## config.mk

```make
export PLATFORM = sky130hd
export DESIGN_NAME = smr_top
export DESIGN_NICKNAME = d
export VERILOG_FILES = /design/src/hw/smr_pkg.sv /design/src/hw/smr_top.sv
export SDC_FILE = /design/constraint.sdc
export NUM_CORES = 1
export LEC_CHECK = 0
export BUFFER_PORTS_ARGS = -buffer_cell sky130_fd_sc_hd__buf_2
export CORE_MARGIN = 2
export CORE_UTILIZATION = 60
export CTS_BUF_LIST = sky130_fd_sc_hd__clkbuf_2 sky130_fd_sc_hd__clkbuf_4 sky130_fd_sc_hd__clkbuf_8
export CTS_CLUSTER_SIZE = 24
export DETAILED_ROUTE_END_ITERATION = 8
export GPL_TIMING_DRIVEN = 1
export PLACE_DENSITY_LB_ADDON = 0.3
export SYNTH_ARGS = -nofsm -noshare
export SYNTH_HDL_FRONTEND = slang
export SYNTH_SLANG_ARGS = --single-unit
```

## constraint.sdc

```tcl
create_clock -name i_ref_clk -period 7.85 [get_ports i_ref_clk]
set_input_delay 0.3925 -clock i_ref_clk [delete_from_list [all_inputs] [get_ports i_ref_clk]]
set_output_delay 0.3925 -clock i_ref_clk [all_outputs]
set_load 0.05 [all_outputs]
```

## src/hw/smr_pkg.sv

```systemverilog
package smr_pkg;
// Function
// - Every read answers count, op-code, then payload
// - Packet fragments use op-codes 0x90, 0x10, 0x50
// - Packet spans data then status fragment
// - Queued packet raises the bus alert
// - Unanswered notification drops packet after timeout
// - Nothing pending: packet command returns status
// - Status command always returns status reply
// - Config reads echo command as op-code
// - Address read echoes its command op-code
// - Status fragment: count 17, 16 bytes ascending
// - Record bits 13:0 hold frame length
// - Record fields placed; reserved bits zero
// - Receive flag bits at fixed positions
// - Error flag bits at fixed positions
// - Packet type bits 12 and 11 placed
// - Filter, IP match bits placed
// - Port filter match bits placed
// - Unicast and VLAN match bits placed
// - ARP, broadcast, port, ethertype bits placed
// - Alert on status request or change
// - Status reply: count 3, 0xDD, two bytes
// - Byte 1 bit 7 is port low bit
// - Abort flag sticky until status read
// - Link, keep-link, reload, power in byte 1

  // Commands and op-codes
  localparam logic [7:0]  CMD_PKT_A = 8'hC0;
  localparam logic [7:0]  CMD_PKT_B = 8'hD0;
  localparam logic [7:0]  CMD_STAT  = 8'hDE;
  localparam logic [7:0]  CMD_RXEN  = 8'hDA;
  localparam logic [7:0]  CMD_MGMT  = 8'hD1;
  localparam logic [7:0]  CMD_FILT  = 8'hCD;
  localparam logic [7:0]  CMD_MAC   = 8'hD4;
  localparam logic [7:0]  OP_FIRST  = 8'h90;
  localparam logic [7:0]  OP_MID    = 8'h10;
  localparam logic [7:0]  OP_LAST   = 8'h50;
  localparam logic [7:0]  OP_STAT   = 8'hDD;
  localparam logic [7:0]  CNT_LAST  = 8'h11;
  localparam logic [7:0]  CNT_STAT  = 8'h03;
  localparam logic [7:0]  CNT_MAC   = 8'h07;
  localparam logic [4:0]  BI_LAST   = 5'h11;
  localparam logic [13:0] FRAG_MAX  = 14'h001E;
  // Register offsets
  localparam logic [7:0]  A_CTRL = 8'h00;
  localparam logic [7:0]  A_TMO  = 8'h04;
  localparam logic [7:0]  A_MACL = 8'h08;
  localparam logic [7:0]  A_MACH = 8'h0C;
  localparam logic [7:0]  A_STAT = 8'h10;
  // Reset values and timing
  localparam logic [6:0]  SADDR_RST = 7'h49;
  localparam logic [15:0] TMO_RST   = 16'h03E8;
  localparam int          CLK_NS    = 5;
  localparam int          TICK_NS   = 1000;
  localparam logic [7:0]  TICK_CYC  = 8'(TICK_NS / CLK_NS);

  typedef enum logic [2:0] {
    SM_IDLE = 3'b000, SM_ADDR = 3'b001, SM_ACK = 3'b011,
    SM_TX = 3'b111, SM_RACK = 3'b110, SM_CMD = 3'b010
  } smr_sm_t;
  typedef enum logic [2:0] {
    K_STAT = 3'b000, K_PKT = 3'b001, K_LAST = 3'b011,
    K_AUX = 3'b010, K_MAC = 3'b110
  } smr_kind_t;

  typedef struct packed {
    logic [1:0] src_port;
    logic       vlan_stripped;
    logic       extra_vlan;
    logic [5:0] rsv_a;
    logic       crc_stripped;
    logic [4:0] rsv_b;
    logic       udp_sum_valid;
    logic [1:0] rsv_c;
    logic       ipv4_sum_done;
    logic       l4_sum_done;
    logic       udp_sum_done;
  } smr_rxst_t;
  typedef struct packed {
    logic       rx_data_error;
    logic       ipv4_sum_error;
    logic       l4_sum_error;
    logic [1:0] rsv;
  } smr_err_t;
  typedef struct packed {
    logic        vlan_pkt;
    logic        ethertype_queue_filter;
    logic [10:0] rsv;
  } smr_ptype_t;
  typedef struct packed {
    logic [7:0] dec_hit;
    logic       ip_v6;
    logic       ip_match;
    logic [1:0] ip_idx;
    logic       flex_match;
    logic [2:0] rsv_a;
    logic       l4_match;
    logic [6:0] l4_idx;
    logic       uc_match;
    logic [2:0] uc_idx;
    logic       vlan_match;
    logic [2:0] vlan_idx;
    logic [2:0] rsv_b;
    logic       arp;
    logic       nbr;
    logic       bcast;
    logic       remote_mgmt_port_298;
    logic       remote_mgmt_port_26f;
    logic       mgmt_ethertype_filter;
    logic [1:0] mgmt_ethertype_idx;
  } smr_match_t;
  typedef struct packed {
    smr_match_t  mstat;
    logic [3:0]  rsv_a;
    smr_ptype_t  ptype;
    logic [3:0]  rsv_b;
    logic [15:0] vlan_tag;
    smr_err_t    err;
    logic [6:0]  rsv_c;
    smr_rxst_t   rxst;
    logic [13:0] len;
  } smr_rec_t;
  typedef struct packed {
    logic       port_lsb;
    logic       aborted;
    logic       link_up;
    logic       keep_link;
    logic       reloaded;
    logic       port_msb;
    logic [1:0] pwr;
  } smr_st1_t;
  typedef struct packed {
    logic [4:0]      len;
    logic [15:0][7:0] data;
  } smr_aux_t;
  typedef struct packed {
    logic [1:0]      s1;
    logic [1:0]      s2;
    logic [1:0]      s3;
    smr_sm_t         sm;
    smr_kind_t       kind;
    logic [7:0]      sh;
    logic [7:0]      txb;
    logic [3:0]      cnt;
    logic            rw;
    logic            incmd;
    logic            ack;
    logic            lp;
    logic            sda_oe;
    logic [7:0]      cmd;
    logic [4:0]      bi;
    logic [4:0]      flen;
    logic            pend;
    logic            first;
    logic            pnot;
    logic [13:0]     rem;
    smr_rec_t        rec;
    logic            pop;
    logic            drop;
    logic            tmr_on;
    logic [7:0]      tdiv;
    logic [15:0]     tcnt;
    logic            abort;
    logic            reload;
    logic            salert;
    logic [4:0]      prev;
    logic            nfy_en;
    logic [1:0]      port;
    logic [6:0]      saddr;
    logic [15:0]     tmo;
    logic [5:0][7:0] mac;
    logic [31:0]     prdata;
  } smr_st_t;

  localparam smr_st_t ST_RST = '{s1: 2'b11, s2: 2'b11, s3: 2'b11,
    sm: SM_IDLE, kind: K_STAT, saddr: SADDR_RST, tmo: TMO_RST,
    default: '0};
endpackage : smr_pkg

```

## src/hw/smr_top.sv

```systemverilog
// Local design decisions: the APB register port and the address map.
`timescale 1ns/100ps
module smr_top
  import smr_pkg::*;
(
  // Clock, reset, enable
  input  wire logic        i_ref_clk,
  input  wire logic        i_resetn,
  input  wire logic        i_clk_en,
  // APB slave
  input  wire logic        i_psel,
  input  wire logic        i_penable,
  input  wire logic        i_pwrite,
  input  wire logic [7:0]  i_paddr,
  input  wire logic [31:0] i_pwdata,
  output logic      [31:0] o_prdata,
  output logic             o_pready,
  output logic             o_pslverr,
  // SMBus pins
  input  wire logic        i_smb_scl,
  input  wire logic        i_smb_sda,
  output logic             o_smb_sda_o,
  output logic             o_smb_sda_oe,
  output logic             o_smb_alert_o,
  output logic             o_smb_alert_oe,
  // Received packet
  input  wire logic        i_pkt_valid,
  input  wire smr_rec_t    i_pkt_rec,
  output logic             o_pkt_ready,
  input  wire logic [7:0]  i_pkt_byte,
  output logic             o_pkt_pop,
  output logic             o_pkt_drop,
  // Device status
  input  wire logic        i_link_up,
  input  wire logic        i_keep_link,
  input  wire logic [1:0]  i_pwr_state,
  input  wire logic [7:0]  i_status2,
  input  wire logic        i_cmd_abort,
  input  wire logic        i_nv_reload,
  input  wire logic        i_stat_req,
  // Single fragment payloads
  input  wire smr_aux_t    i_aux,
  output logic      [7:0]  o_aux_cmd
);

  smr_st_t    s_reg;
  smr_st_t    s_next;
  smr_st1_t   st1;
  logic [7:0] b;
  logic [4:0] pi;
  logic [31:0] rd;
  logic       ld;
  logic       clr_st;
  logic       a_ok;
  logic       sc;
  logic       sd;
  logic       rise;
  logic       fall;
  logic       start;
  logic       stop;
  logic       pktc;

  // Line events from synchronised pins
  assign sc    = s_reg.s2[1];
  assign sd    = s_reg.s2[0];
  assign rise  = sc & ~s_reg.s3[1];
  assign fall  = ~sc & s_reg.s3[1];
  assign start = sc & s_reg.s3[1] & s_reg.s3[0] & ~sd;
  assign stop  = sc & s_reg.s3[1] & ~s_reg.s3[0] & sd;
  assign pktc  = (s_reg.cmd == CMD_PKT_A) || (s_reg.cmd == CMD_PKT_B);
  assign a_ok  = (i_paddr == A_CTRL) || (i_paddr == A_TMO) ||
                 (i_paddr == A_MACL) || (i_paddr == A_MACH) ||
                 (i_paddr == A_STAT);

  // Status byte 1
  assign st1 = '{port_lsb: s_reg.port[0], aborted: s_reg.abort,
                 link_up: i_link_up, keep_link: i_keep_link,
                 reloaded: s_reg.reload, port_msb: s_reg.port[1],
                 pwr: i_pwr_state};

  // Register read mux
  always_comb begin
    rd = 32'h0000_0000;
    case (i_paddr)
      A_CTRL: rd = {17'h0, s_reg.saddr, 5'h0, s_reg.port, s_reg.nfy_en};
      A_TMO:  rd = {16'h0, s_reg.tmo};
      A_MACL: rd = s_reg.mac[3:0];
      A_MACH: rd = {16'h0, s_reg.mac[5:4]};
      A_STAT: rd = {12'h0, s_reg.pend, s_reg.pnot, s_reg.salert,
                    s_reg.first, i_status2, st1};
      default: rd = 32'h0000_0000;
    endcase
  end

  // Byte to send at current index
  always_comb begin
    pi = s_reg.bi - 5'd2;
    b  = 8'hFF;
    case (s_reg.kind)
      K_PKT: begin
        if (s_reg.bi == 5'd0) begin
          b = {3'b000, s_reg.flen} + 8'd1;
        end else if (s_reg.bi == 5'd1) begin
          b = s_reg.first ? OP_FIRST : OP_MID;
        end else if (s_reg.bi <= s_reg.flen + 5'd1) begin
          b = i_pkt_byte;
        end
      end
      K_LAST: begin
        if (s_reg.bi == 5'd0) begin
          b = CNT_LAST;
        end else if (s_reg.bi == 5'd1) begin
          b = OP_LAST;
        end else if (s_reg.bi <= BI_LAST) begin
          b = s_reg.rec[{pi[3:0], 3'b000} +: 8];
        end
      end
      K_STAT: begin
        if (s_reg.bi == 5'd0) begin
          b = CNT_STAT;
        end else if (s_reg.bi == 5'd1) begin
          b = OP_STAT;
        end else if (s_reg.bi == 5'd2) begin
          b = st1;
        end else if (s_reg.bi == 5'd3) begin
          b = i_status2;
        end
      end
      K_AUX: begin
        if (s_reg.bi == 5'd0) begin
          b = {3'b000, i_aux.len} + 8'd1;
        end else if (s_reg.bi == 5'd1) begin
          b = s_reg.cmd;
        end else if (pi < i_aux.len) begin
          b = i_aux.data[pi[3:0]];
        end
      end
      K_MAC: begin
        if (s_reg.bi == 5'd0) begin
          b = CNT_MAC;
        end else if (s_reg.bi == 5'd1) begin
          b = CMD_MAC;
        end else if (pi < 5'd6) begin
          b = s_reg.mac[3'd5 - pi[2:0]];
        end
      end
      default: b = 8'hFF;
    endcase
  end

  // Next state
  always_comb begin
    s_next      = s_reg;
    ld          = 1'b0;
    clr_st      = 1'b0;
    s_next.pop  = 1'b0;
    s_next.drop = 1'b0;
    s_next.s1   = {i_smb_scl, i_smb_sda};
    s_next.s2   = s_reg.s1;
    s_next.s3   = s_reg.s2;
    // Bus engine
    if (start) begin
      s_next.sm     = SM_ADDR;
      s_next.cnt    = 4'd0;
      s_next.sda_oe = 1'b0;
      s_next.lp     = 1'b0;
    end else if (stop) begin
      s_next.sm     = SM_IDLE;
      s_next.sda_oe = 1'b0;
      s_next.lp     = 1'b0;
    end else begin
      case (s_reg.sm)
        SM_ADDR, SM_CMD: begin
          if (rise) begin
            s_next.sh  = {s_reg.sh[6:0], sd};
            s_next.cnt = s_reg.cnt + 4'd1;
          end else if (fall && s_reg.cnt == 4'd8) begin
            if (s_reg.sm == SM_CMD) begin
              s_next.cmd    = s_reg.sh;
              s_next.incmd  = 1'b1;
              s_next.sda_oe = 1'b1;
              s_next.sm     = SM_ACK;
            end else if (s_reg.sh[7:1] == s_reg.saddr) begin
              s_next.rw     = s_reg.sh[0];
              s_next.incmd  = 1'b0;
              s_next.sda_oe = 1'b1;
              s_next.sm     = SM_ACK;
              s_next.tmr_on = 1'b0;
            end else begin
              s_next.sm = SM_IDLE;
            end
          end
        end
        SM_ACK: begin
          if (fall) begin
            s_next.sda_oe = 1'b0;
            s_next.cnt    = 4'd0;
            if (s_reg.incmd) begin
              s_next.sm = SM_IDLE;
            end else if (!s_reg.rw) begin
              s_next.sm = SM_CMD;
            end else begin
              s_next.sm   = SM_TX;
              s_next.lp   = 1'b1;
              s_next.bi   = 5'd0;
              s_next.flen = (s_reg.rem > FRAG_MAX) ? FRAG_MAX[4:0] : s_reg.rem[4:0];
              if (pktc && s_reg.pend) begin
                s_next.kind = (s_reg.rem == 14'd0) ? K_LAST : K_PKT;
              end else if (pktc || s_reg.cmd == CMD_STAT) begin
                s_next.kind = K_STAT;
              end else if (s_reg.cmd == CMD_RXEN || s_reg.cmd == CMD_MGMT ||
                           s_reg.cmd == CMD_FILT) begin
                s_next.kind = K_AUX;
              end else if (s_reg.cmd == CMD_MAC) begin
                s_next.kind = K_MAC;
              end else begin
                s_next.kind = K_STAT;
              end
            end
          end
        end
        SM_TX: begin
          if (s_reg.lp) begin
            ld            = 1'b1;
            s_next.lp     = 1'b0;
            s_next.txb    = b;
            s_next.sda_oe = ~b[7];
            s_next.cnt    = 4'd0;
            if (s_reg.bi != 5'h1F) begin
              s_next.bi = s_reg.bi + 5'd1;
            end
          end else if (rise) begin
            s_next.cnt = s_reg.cnt + 4'd1;
          end else if (fall) begin
            if (s_reg.cnt == 4'd8) begin
              s_next.sda_oe = 1'b0;
              s_next.sm     = SM_RACK;
            end else begin
              s_next.txb    = {s_reg.txb[6:0], 1'b0};
              s_next.sda_oe = ~s_reg.txb[6];
            end
          end
        end
        SM_RACK: begin
          if (rise) begin
            s_next.ack = ~sd;
          end else if (fall) begin
            s_next.sm = s_reg.ack ? SM_TX : SM_IDLE;
            s_next.lp = s_reg.ack;
          end
        end
        default: s_next.sm = SM_IDLE;
      endcase
    end
    // Side effects of a loaded byte
    if (ld) begin
      case (s_reg.kind)
        K_PKT: begin
          if (s_reg.bi == 5'd1) begin
            s_next.first = 1'b0;
            s_next.pnot  = 1'b0;
          end else if (s_reg.pend && s_reg.bi >= 5'd2 &&
                       s_reg.bi <= s_reg.flen + 5'd1) begin
            s_next.pop = 1'b1;
            s_next.rem = s_reg.rem - 14'd1;
          end
        end
        K_LAST: begin
          if (s_reg.bi == BI_LAST) begin
            s_next.pend = 1'b0;
          end
        end
        K_STAT: begin
          if (s_reg.bi == 5'd2) begin
            clr_st = 1'b1;
          end
        end
        default: clr_st = 1'b0;
      endcase
    end
    // Notification timeout
    if (s_reg.tmr_on) begin
      if (s_reg.tdiv == TICK_CYC - 8'd1) begin
        s_next.tdiv = 8'd0;
        s_next.tcnt = s_reg.tcnt + 16'd1;
      end else begin
        s_next.tdiv = s_reg.tdiv + 8'd1;
      end
      if (s_reg.tmo != 16'd0 && s_reg.tcnt >= s_reg.tmo) begin
        s_next.tmr_on = 1'b0;
        s_next.pend   = 1'b0;
        s_next.pnot   = 1'b0;
        s_next.drop   = 1'b1;
      end
    end
    // Packet intake
    if (i_pkt_valid && !s_reg.pend) begin
      s_next.pend        = 1'b1;
      s_next.first       = 1'b1;
      s_next.pnot        = 1'b1;
      s_next.tmr_on      = 1'b1;
      s_next.tdiv        = 8'd0;
      s_next.tcnt        = 16'd0;
      s_next.rem         = i_pkt_rec.len;
      s_next.rec         = i_pkt_rec;
      s_next.rec.rsv_a   = '0;
      s_next.rec.rsv_b   = '0;
      s_next.rec.rsv_c   = '0;
      s_next.rec.rxst.rsv_a = '0;
      s_next.rec.rxst.rsv_b = '0;
      s_next.rec.rxst.rsv_c = '0;
      s_next.rec.err.rsv    = '0;
      s_next.rec.ptype.rsv  = '0;
      s_next.rec.mstat.rsv_a = '0;
      s_next.rec.mstat.rsv_b = '0;
    end
    // Status flags, set beats clear
    s_next.prev = {st1.port_lsb, st1.link_up, st1.keep_link, st1.port_msb, 1'b0};
    if (clr_st) begin
      s_next.abort  = 1'b0;
      s_next.reload = 1'b0;
      s_next.salert = 1'b0;
    end
    if (s_reg.nfy_en && (s_reg.prev != s_next.prev ||
        i_cmd_abort || i_nv_reload)) begin
      s_next.salert = 1'b1;
    end
    if (i_cmd_abort) begin
      s_next.abort = 1'b1;
    end
    if (i_nv_reload) begin
      s_next.reload = 1'b1;
    end
    if (i_stat_req) begin
      s_next.salert = 1'b1;
    end
    // APB slave
    if (i_psel && !i_penable) begin
      s_next.prdata = rd;
    end
    if (i_psel && i_penable && i_pwrite && a_ok) begin
      case (i_paddr)
        A_CTRL: begin
          s_next.nfy_en = i_pwdata[0];
          s_next.port   = i_pwdata[2:1];
          s_next.saddr  = i_pwdata[14:8];
        end
        A_TMO:  s_next.tmo = i_pwdata[15:0];
        A_MACL: s_next.mac[3:0] = i_pwdata;
        A_MACH: s_next.mac[5:4] = i_pwdata[15:0];
        default: s_next.nfy_en = s_reg.nfy_en;
      endcase
    end
  end

  // State register
  always_ff @(posedge i_ref_clk or negedge i_resetn) begin
    if (!i_resetn) begin
      s_reg <= ST_RST;
    end else if (i_clk_en) begin
      s_reg <= s_next;
    end
  end

  // Outputs
  assign o_prdata       = s_reg.prdata;
  assign o_pready       = i_clk_en;
  assign o_pslverr      = i_psel & i_penable & ~a_ok;
  assign o_smb_sda_o    = 1'b0;
  assign o_smb_sda_oe   = s_reg.sda_oe;
  assign o_smb_alert_o  = 1'b0;
  assign o_smb_alert_oe = s_reg.salert | s_reg.pnot;
  assign o_pkt_ready    = ~s_reg.pend & i_clk_en;
  assign o_pkt_pop      = s_reg.pop;
  assign o_pkt_drop     = s_reg.drop;
  assign o_aux_cmd      = s_reg.cmd;
endmodule : smr_top

```

After elaboration in Yosys (flattened, before gate mapping):

Cells that the tools add are included.
W data, S select, Z words.

* flip-flop bits (word level): 293
* output and inout port bits: 49

* shifts and indexed selects: 1
* add/sub/neg operators: 10
* bitwise operators: 24
* mux-type cells: 129
* $lt $le $gt $ge: 9
* reductions and logical operators: 69
* equal/unequal tests: 53

Operators by type and width (count)
* $mux W8: 24
* $pmux W32 S5: 1
* $mux W145: 1
* $shiftx A128 B8 Y8: 1
* $eq A8 B8 Y1 const B: 8
* $mux W3: 21
* $ne A4 B4 Y1 const B: 11
* $mux W1: 42
* $pmux W8 S5: 1
* $reduce_and A7 Y1: 5
* $bmux W8 S4: 1
* $mux W16: 2
* $mux W10: 3
* $mux W14: 2
* $mux W26: 1
* $mux W25: 1
* $bmux W8 S3: 1
* $mux W2: 11
* $reduce_bool A2 Y1: 11
* $ne A5 B5 Y1 const B: 4
* $mux W9: 2
* $mux W17: 1
* $add A16 B1 Y16 const B: 1
* $eq A8 B4 Y1 const B: 2
* 61 further kinds: 137

Depth between registers and ports, before layout:

* word-level depth: 13
* mapped depth: 16
* depth with buffers taken out: 12

Worst setup path before layout:

Ideal clock, no wire load.

* path type: flip-flop to flip-flop
* from: register s_reg[292] (netlist bit)
* to: register s_reg[316] (netlist bit)
* cell stages (with the launch flop): 17
* slack: 3.894 ns
* period minus slack after synthesis: 3.956 ns
* setup time: 0.123 ns
* arrival time: 3.833 ns
* data required time: 7.727 ns
* path through: dfrtp_1 buf_2 buf_2 inv_1 clkbuf_1 ha_1 clkinv_1 buf_1 clkbuf_1 ha_1 o21a_1 o21ai_0 o21ai_0 o21ai_0 nor4b_1 nand3_1 o221a_2

* cells in the longest elaborated chain, start to end: 9
* elaborated cells between the ends (all ways): 33
* classes of those cells: add/sub: 2; order compare: 4; eq/ne: 3; shift: 1; mux: 22; reduce/logical: 1

Ends and longest elaborated chain
* from (decl): RTL line smr_top.sv:46 `smr_st_t s_reg;`
* from (signal assigned): RTL line smr_top.sv:361 `s_reg <= s_next;`
* $sub A5 B2 Y5: RTL line smr_top.sv:97 `pi = s_reg.bi - 5'd2;`
* $sub A3 B3 Y3: RTL line smr_top.sv:144 `b = s_reg.mac[3'd5 - pi[2:0]];`
* $bmux W8 S3: RTL line smr_top.sv:144
* $mux W8 (not written as such): RTL line smr_top.sv:144
* $mux W8: RTL line smr_top.sv:143 `end else if (pi < 5'd6) begin`
* $mux W8: RTL line smr_top.sv:141 `end else if (s_reg.bi == 5'd1) begin`
* $mux W8: RTL line smr_top.sv:139 `if (s_reg.bi == 5'd0) begin`
* $pmux W8 S5 (*): RTL line smr_top.sv:99 `case (s_reg.kind)`
* $mux W12 (*): RTL line smr_top.sv:223 `if (s_reg.lp) begin`

Every way passes the cells marked *; elsewhere a longest branch is shown, timed or not. The select of a mux whose other input is x is not followed.
A chain may end at the register's enable or synchronous reset.

Worst setup path in the final report:

Same ends and word-level chain as after synthesis.

==> impl_metrics.ini <==
[status]
status = finished, final reports clean

[logic_synthesis]
synth.avg_cell_area_um2 = 9.39
netlist_area_um2 = 17300
synthSimpleGateAreaFrac = 0.181
async_flop_share = 1.00
ys_seq_area_frac = 0.424
synth-compound-area-share = 0.139
ys_types = 87
synthXorXnorAreaFrac = 0.0192
synth_cells = 1842
synth_seq_cells = 292
yosysWarnings = 0
ys.flop_type = dfrtp_1
synth_fa_ha_area_frac = 0.0304
synth_top_family_by_area = simple AND/OR/NAND/NOR gates
synth_edf_count = 0
muxShareOfSynthArea = 0.150

[clock_network]
cts-resized-gates = 0
clock_latency_ns = 0.60
hold_buffers = 21
clk_path_buf_depth = 3
cts_setup_buffers = 0
cts.reportedPaths.clkPinSlew_ns = 0.06
cts_root_buf = clkbuf_8
cts_tree = built
cts_buffers = 50
clock-sinks = 292
ctsHtreeMaxLevel = 2

[detailed_routing]
routed_via_density = 6.21
drt.antenna.violating_nets = 0
route.detailed.drc = 0
drt-initial-drc-count = 1659
drt_pass1_iterations = 6
wl_per_cell_um = 21.9
dr_total_vias = 15800
wl_um = 55900

[pwr]
swShare = 0.263
intPower_mw = 2.68
ir_worst_vdd_v = 0.000115
p_comb_frac = 0.113
power.leakage_nw = 9.60
sequentialPowerShare = 0.453
cellPowerDensity_nw_per_um2 = 180
power.switching_mw = 0.956
clkPwrFrac = 0.433

[placed_design]
io_buffers = 332
hpwl_um = 40100
place_congestion = 0.981

[timing]
tightest_slew_ns = 1.18
setup_violations = 0
report.final.slew_viol_count = 0
timing.final.crit_period_ns = 4.25
hold_violations = 0
period_share = 0.542
whs_ns = 0.0133
fmax_mhz = 235
maxSlewHeadroom = 0.208
fin_setup_tns_ns = 0
clock_skew_ns = 0.0420
rsz0062_at_grt = false

[critical_path]
cp.required_ns = 8.32
cp_data_arrival_time_ns = 4.72
setup.worst_path.start_class = flop
path_max_fanout = 28
path_class = flop to flop
critPathCaptureType = flop

[finish]
syn_to_final_growth_pct = 16.9
final_common_cell = nand2_1
drive_gt1_frac = 0.302
nNetsFinal = 2495
most-common-layout-cells = nand2_1, buf_2, dfrtp_1, o21ai_0, mux2_2
largest_reg_flops = 243

[die]
io_pins = 382
die_height_um = 174
dieArea_um2 = 30200
die_x_um = 174
start_util = 0.606
num_rows = 62
core-area_um2 = 28500

[global_routing]
antenna_found_initial = 2
grt_max_degree = 176
groute.usage.overall = 0.367
grt_pass1_vias = 15700
grt_pass1_wl_um = 86800
grt.overflow.total = 0

[flow_run]
max-cap-violations = 0

[hold_path]
min-delay-path-class = input port to flop
-- power by group through the flow --
stage                     registers (mW)  logic [mW]  clock network (mW)
after CTS                           1.65       0.407                1.59
after detailed placement            1.67       0.395                   0
after global routing                1.66       0.456                1.67
after floorplan                     1.64       0.238                   0
final                               1.65       0.412                1.58
after global placement              1.67       0.386                   0
-- routing by layer --
metal  routed length (um)  track usage  vias up
met5                   21            0        -
met1                22300        0.487     7646
met2                25700        0.581      904
li1                     -            -     7085
met4                 2720        0.170        4
met3                 5130       0.0811      175
-- area by class of cell --
cell class	instances	area, um^2
multi-input combinational	1352	9010
fill	2235	8320
sequential	292	7330
timing repair buffer	372	2040
clock buffer	81	996
tap	384	480
inverter	52	195
clock inverter	12	168
antenna	1	2.50
-- kinds of logic (layout without fill, tap and decap cells) --
logic type	count (synthesis)	count (layout)
other	1	3
flip-flops	292	292
XOR/XNOR	38	38
buffers and inverters	199	517
multiplexers	192	192
AND/OR/NAND/NOR	703	703
adder cells (fa/ha/maj)	42	42
AO/OA/AOI/OAI	375	375
-- synthesized netlist by cell type, types with 19 or more instances --
| cell | number | area [um^2] |
|---|---|---|
| a21oi_1 | 74 | 370 |
| a22oi_1 | 24 | 180 |
| buf_2 | 20 | 100 |
| buf_4 | 44 | 330 |
| clkbuf_1 | 73 | 274 |
| dfrtp_1 | 277 | 6930 |
| ha_1 | 42 | 526 |
| inv_1 | 50 | 188 |
| mux2_2 | 124 | 1400 |
| mux2i_1 | 26 | 260 |
| mux4_2 | 42 | 946 |
| nand2_1 | 407 | 1530 |
| nand3_1 | 34 | 170 |
| nor2_1 | 105 | 394 |
| nor3_1 | 38 | 190 |
| o21ai_0 | 133 | 666 |
| xnor2_1 | 19 | 166 |
| xor2_1 | 19 | 166 |
-- path summary, 6_finish.rpt --
kind	start	end	slack, ns	cells past startpoint
max	s_reg[292]$_DFFE_PN0P_	s_reg[316]$_DFFE_PN0P_	3.60	12
min	i_pkt_rec[109]	s_reg[250]$_DFFE_PN0P_	0.01	3
max reg2reg	s_reg[292]$_DFFE_PN0P_	s_reg[316]$_DFFE_PN0P_	3.60	12
min reg2reg	s_next[338]$_DFFE_PN1P_	s_next[336]$_DFFE_PN1P_	0.46	2
max in group asynchronous	i_resetn	s_reg[291]$_DFFE_PN0P_	5.65	3
min in group asynchronous	i_resetn	s_reg[108]$_DFFE_PN0P_	0.50	2
-- critical path, cell delays in order, from the launching register on --
cell and delay, ns:
dfrtp_4 0.51, inv_1 0.50, ha_1 0.35, xnor2_1 0.14, buf_4 0.25, inv_2 0.27, ha_1 0.29, a2111oi_0 0.52
o21ai_0 0.37, o21ai_0 0.22, nor4b_1 0.32, nand3_1 0.13, o221a_2 0.28
-- metrics by stage --
step | utilization | instances | setup WS (ns) | power, mW | instance area, um^2
after floorplan | - | 1843 | 3.89 | 1.88 | 17300
after global placement | 0.660 | 2431 | 3.85 | 2.06 | 18900
after detailed placement | 0.660 | 2431 | 3.72 | 2.07 | 18900
after CTS | 0.708 | 2545 | 3.72 | 3.65 | 20200
after global routing | 0.708 | 2545 | 3.31 | 3.78 | 20200
final | 0.709 | 2546 | 3.60 | 3.64 | 20200
No activity file was read; power rests on OpenSTA's default activity.
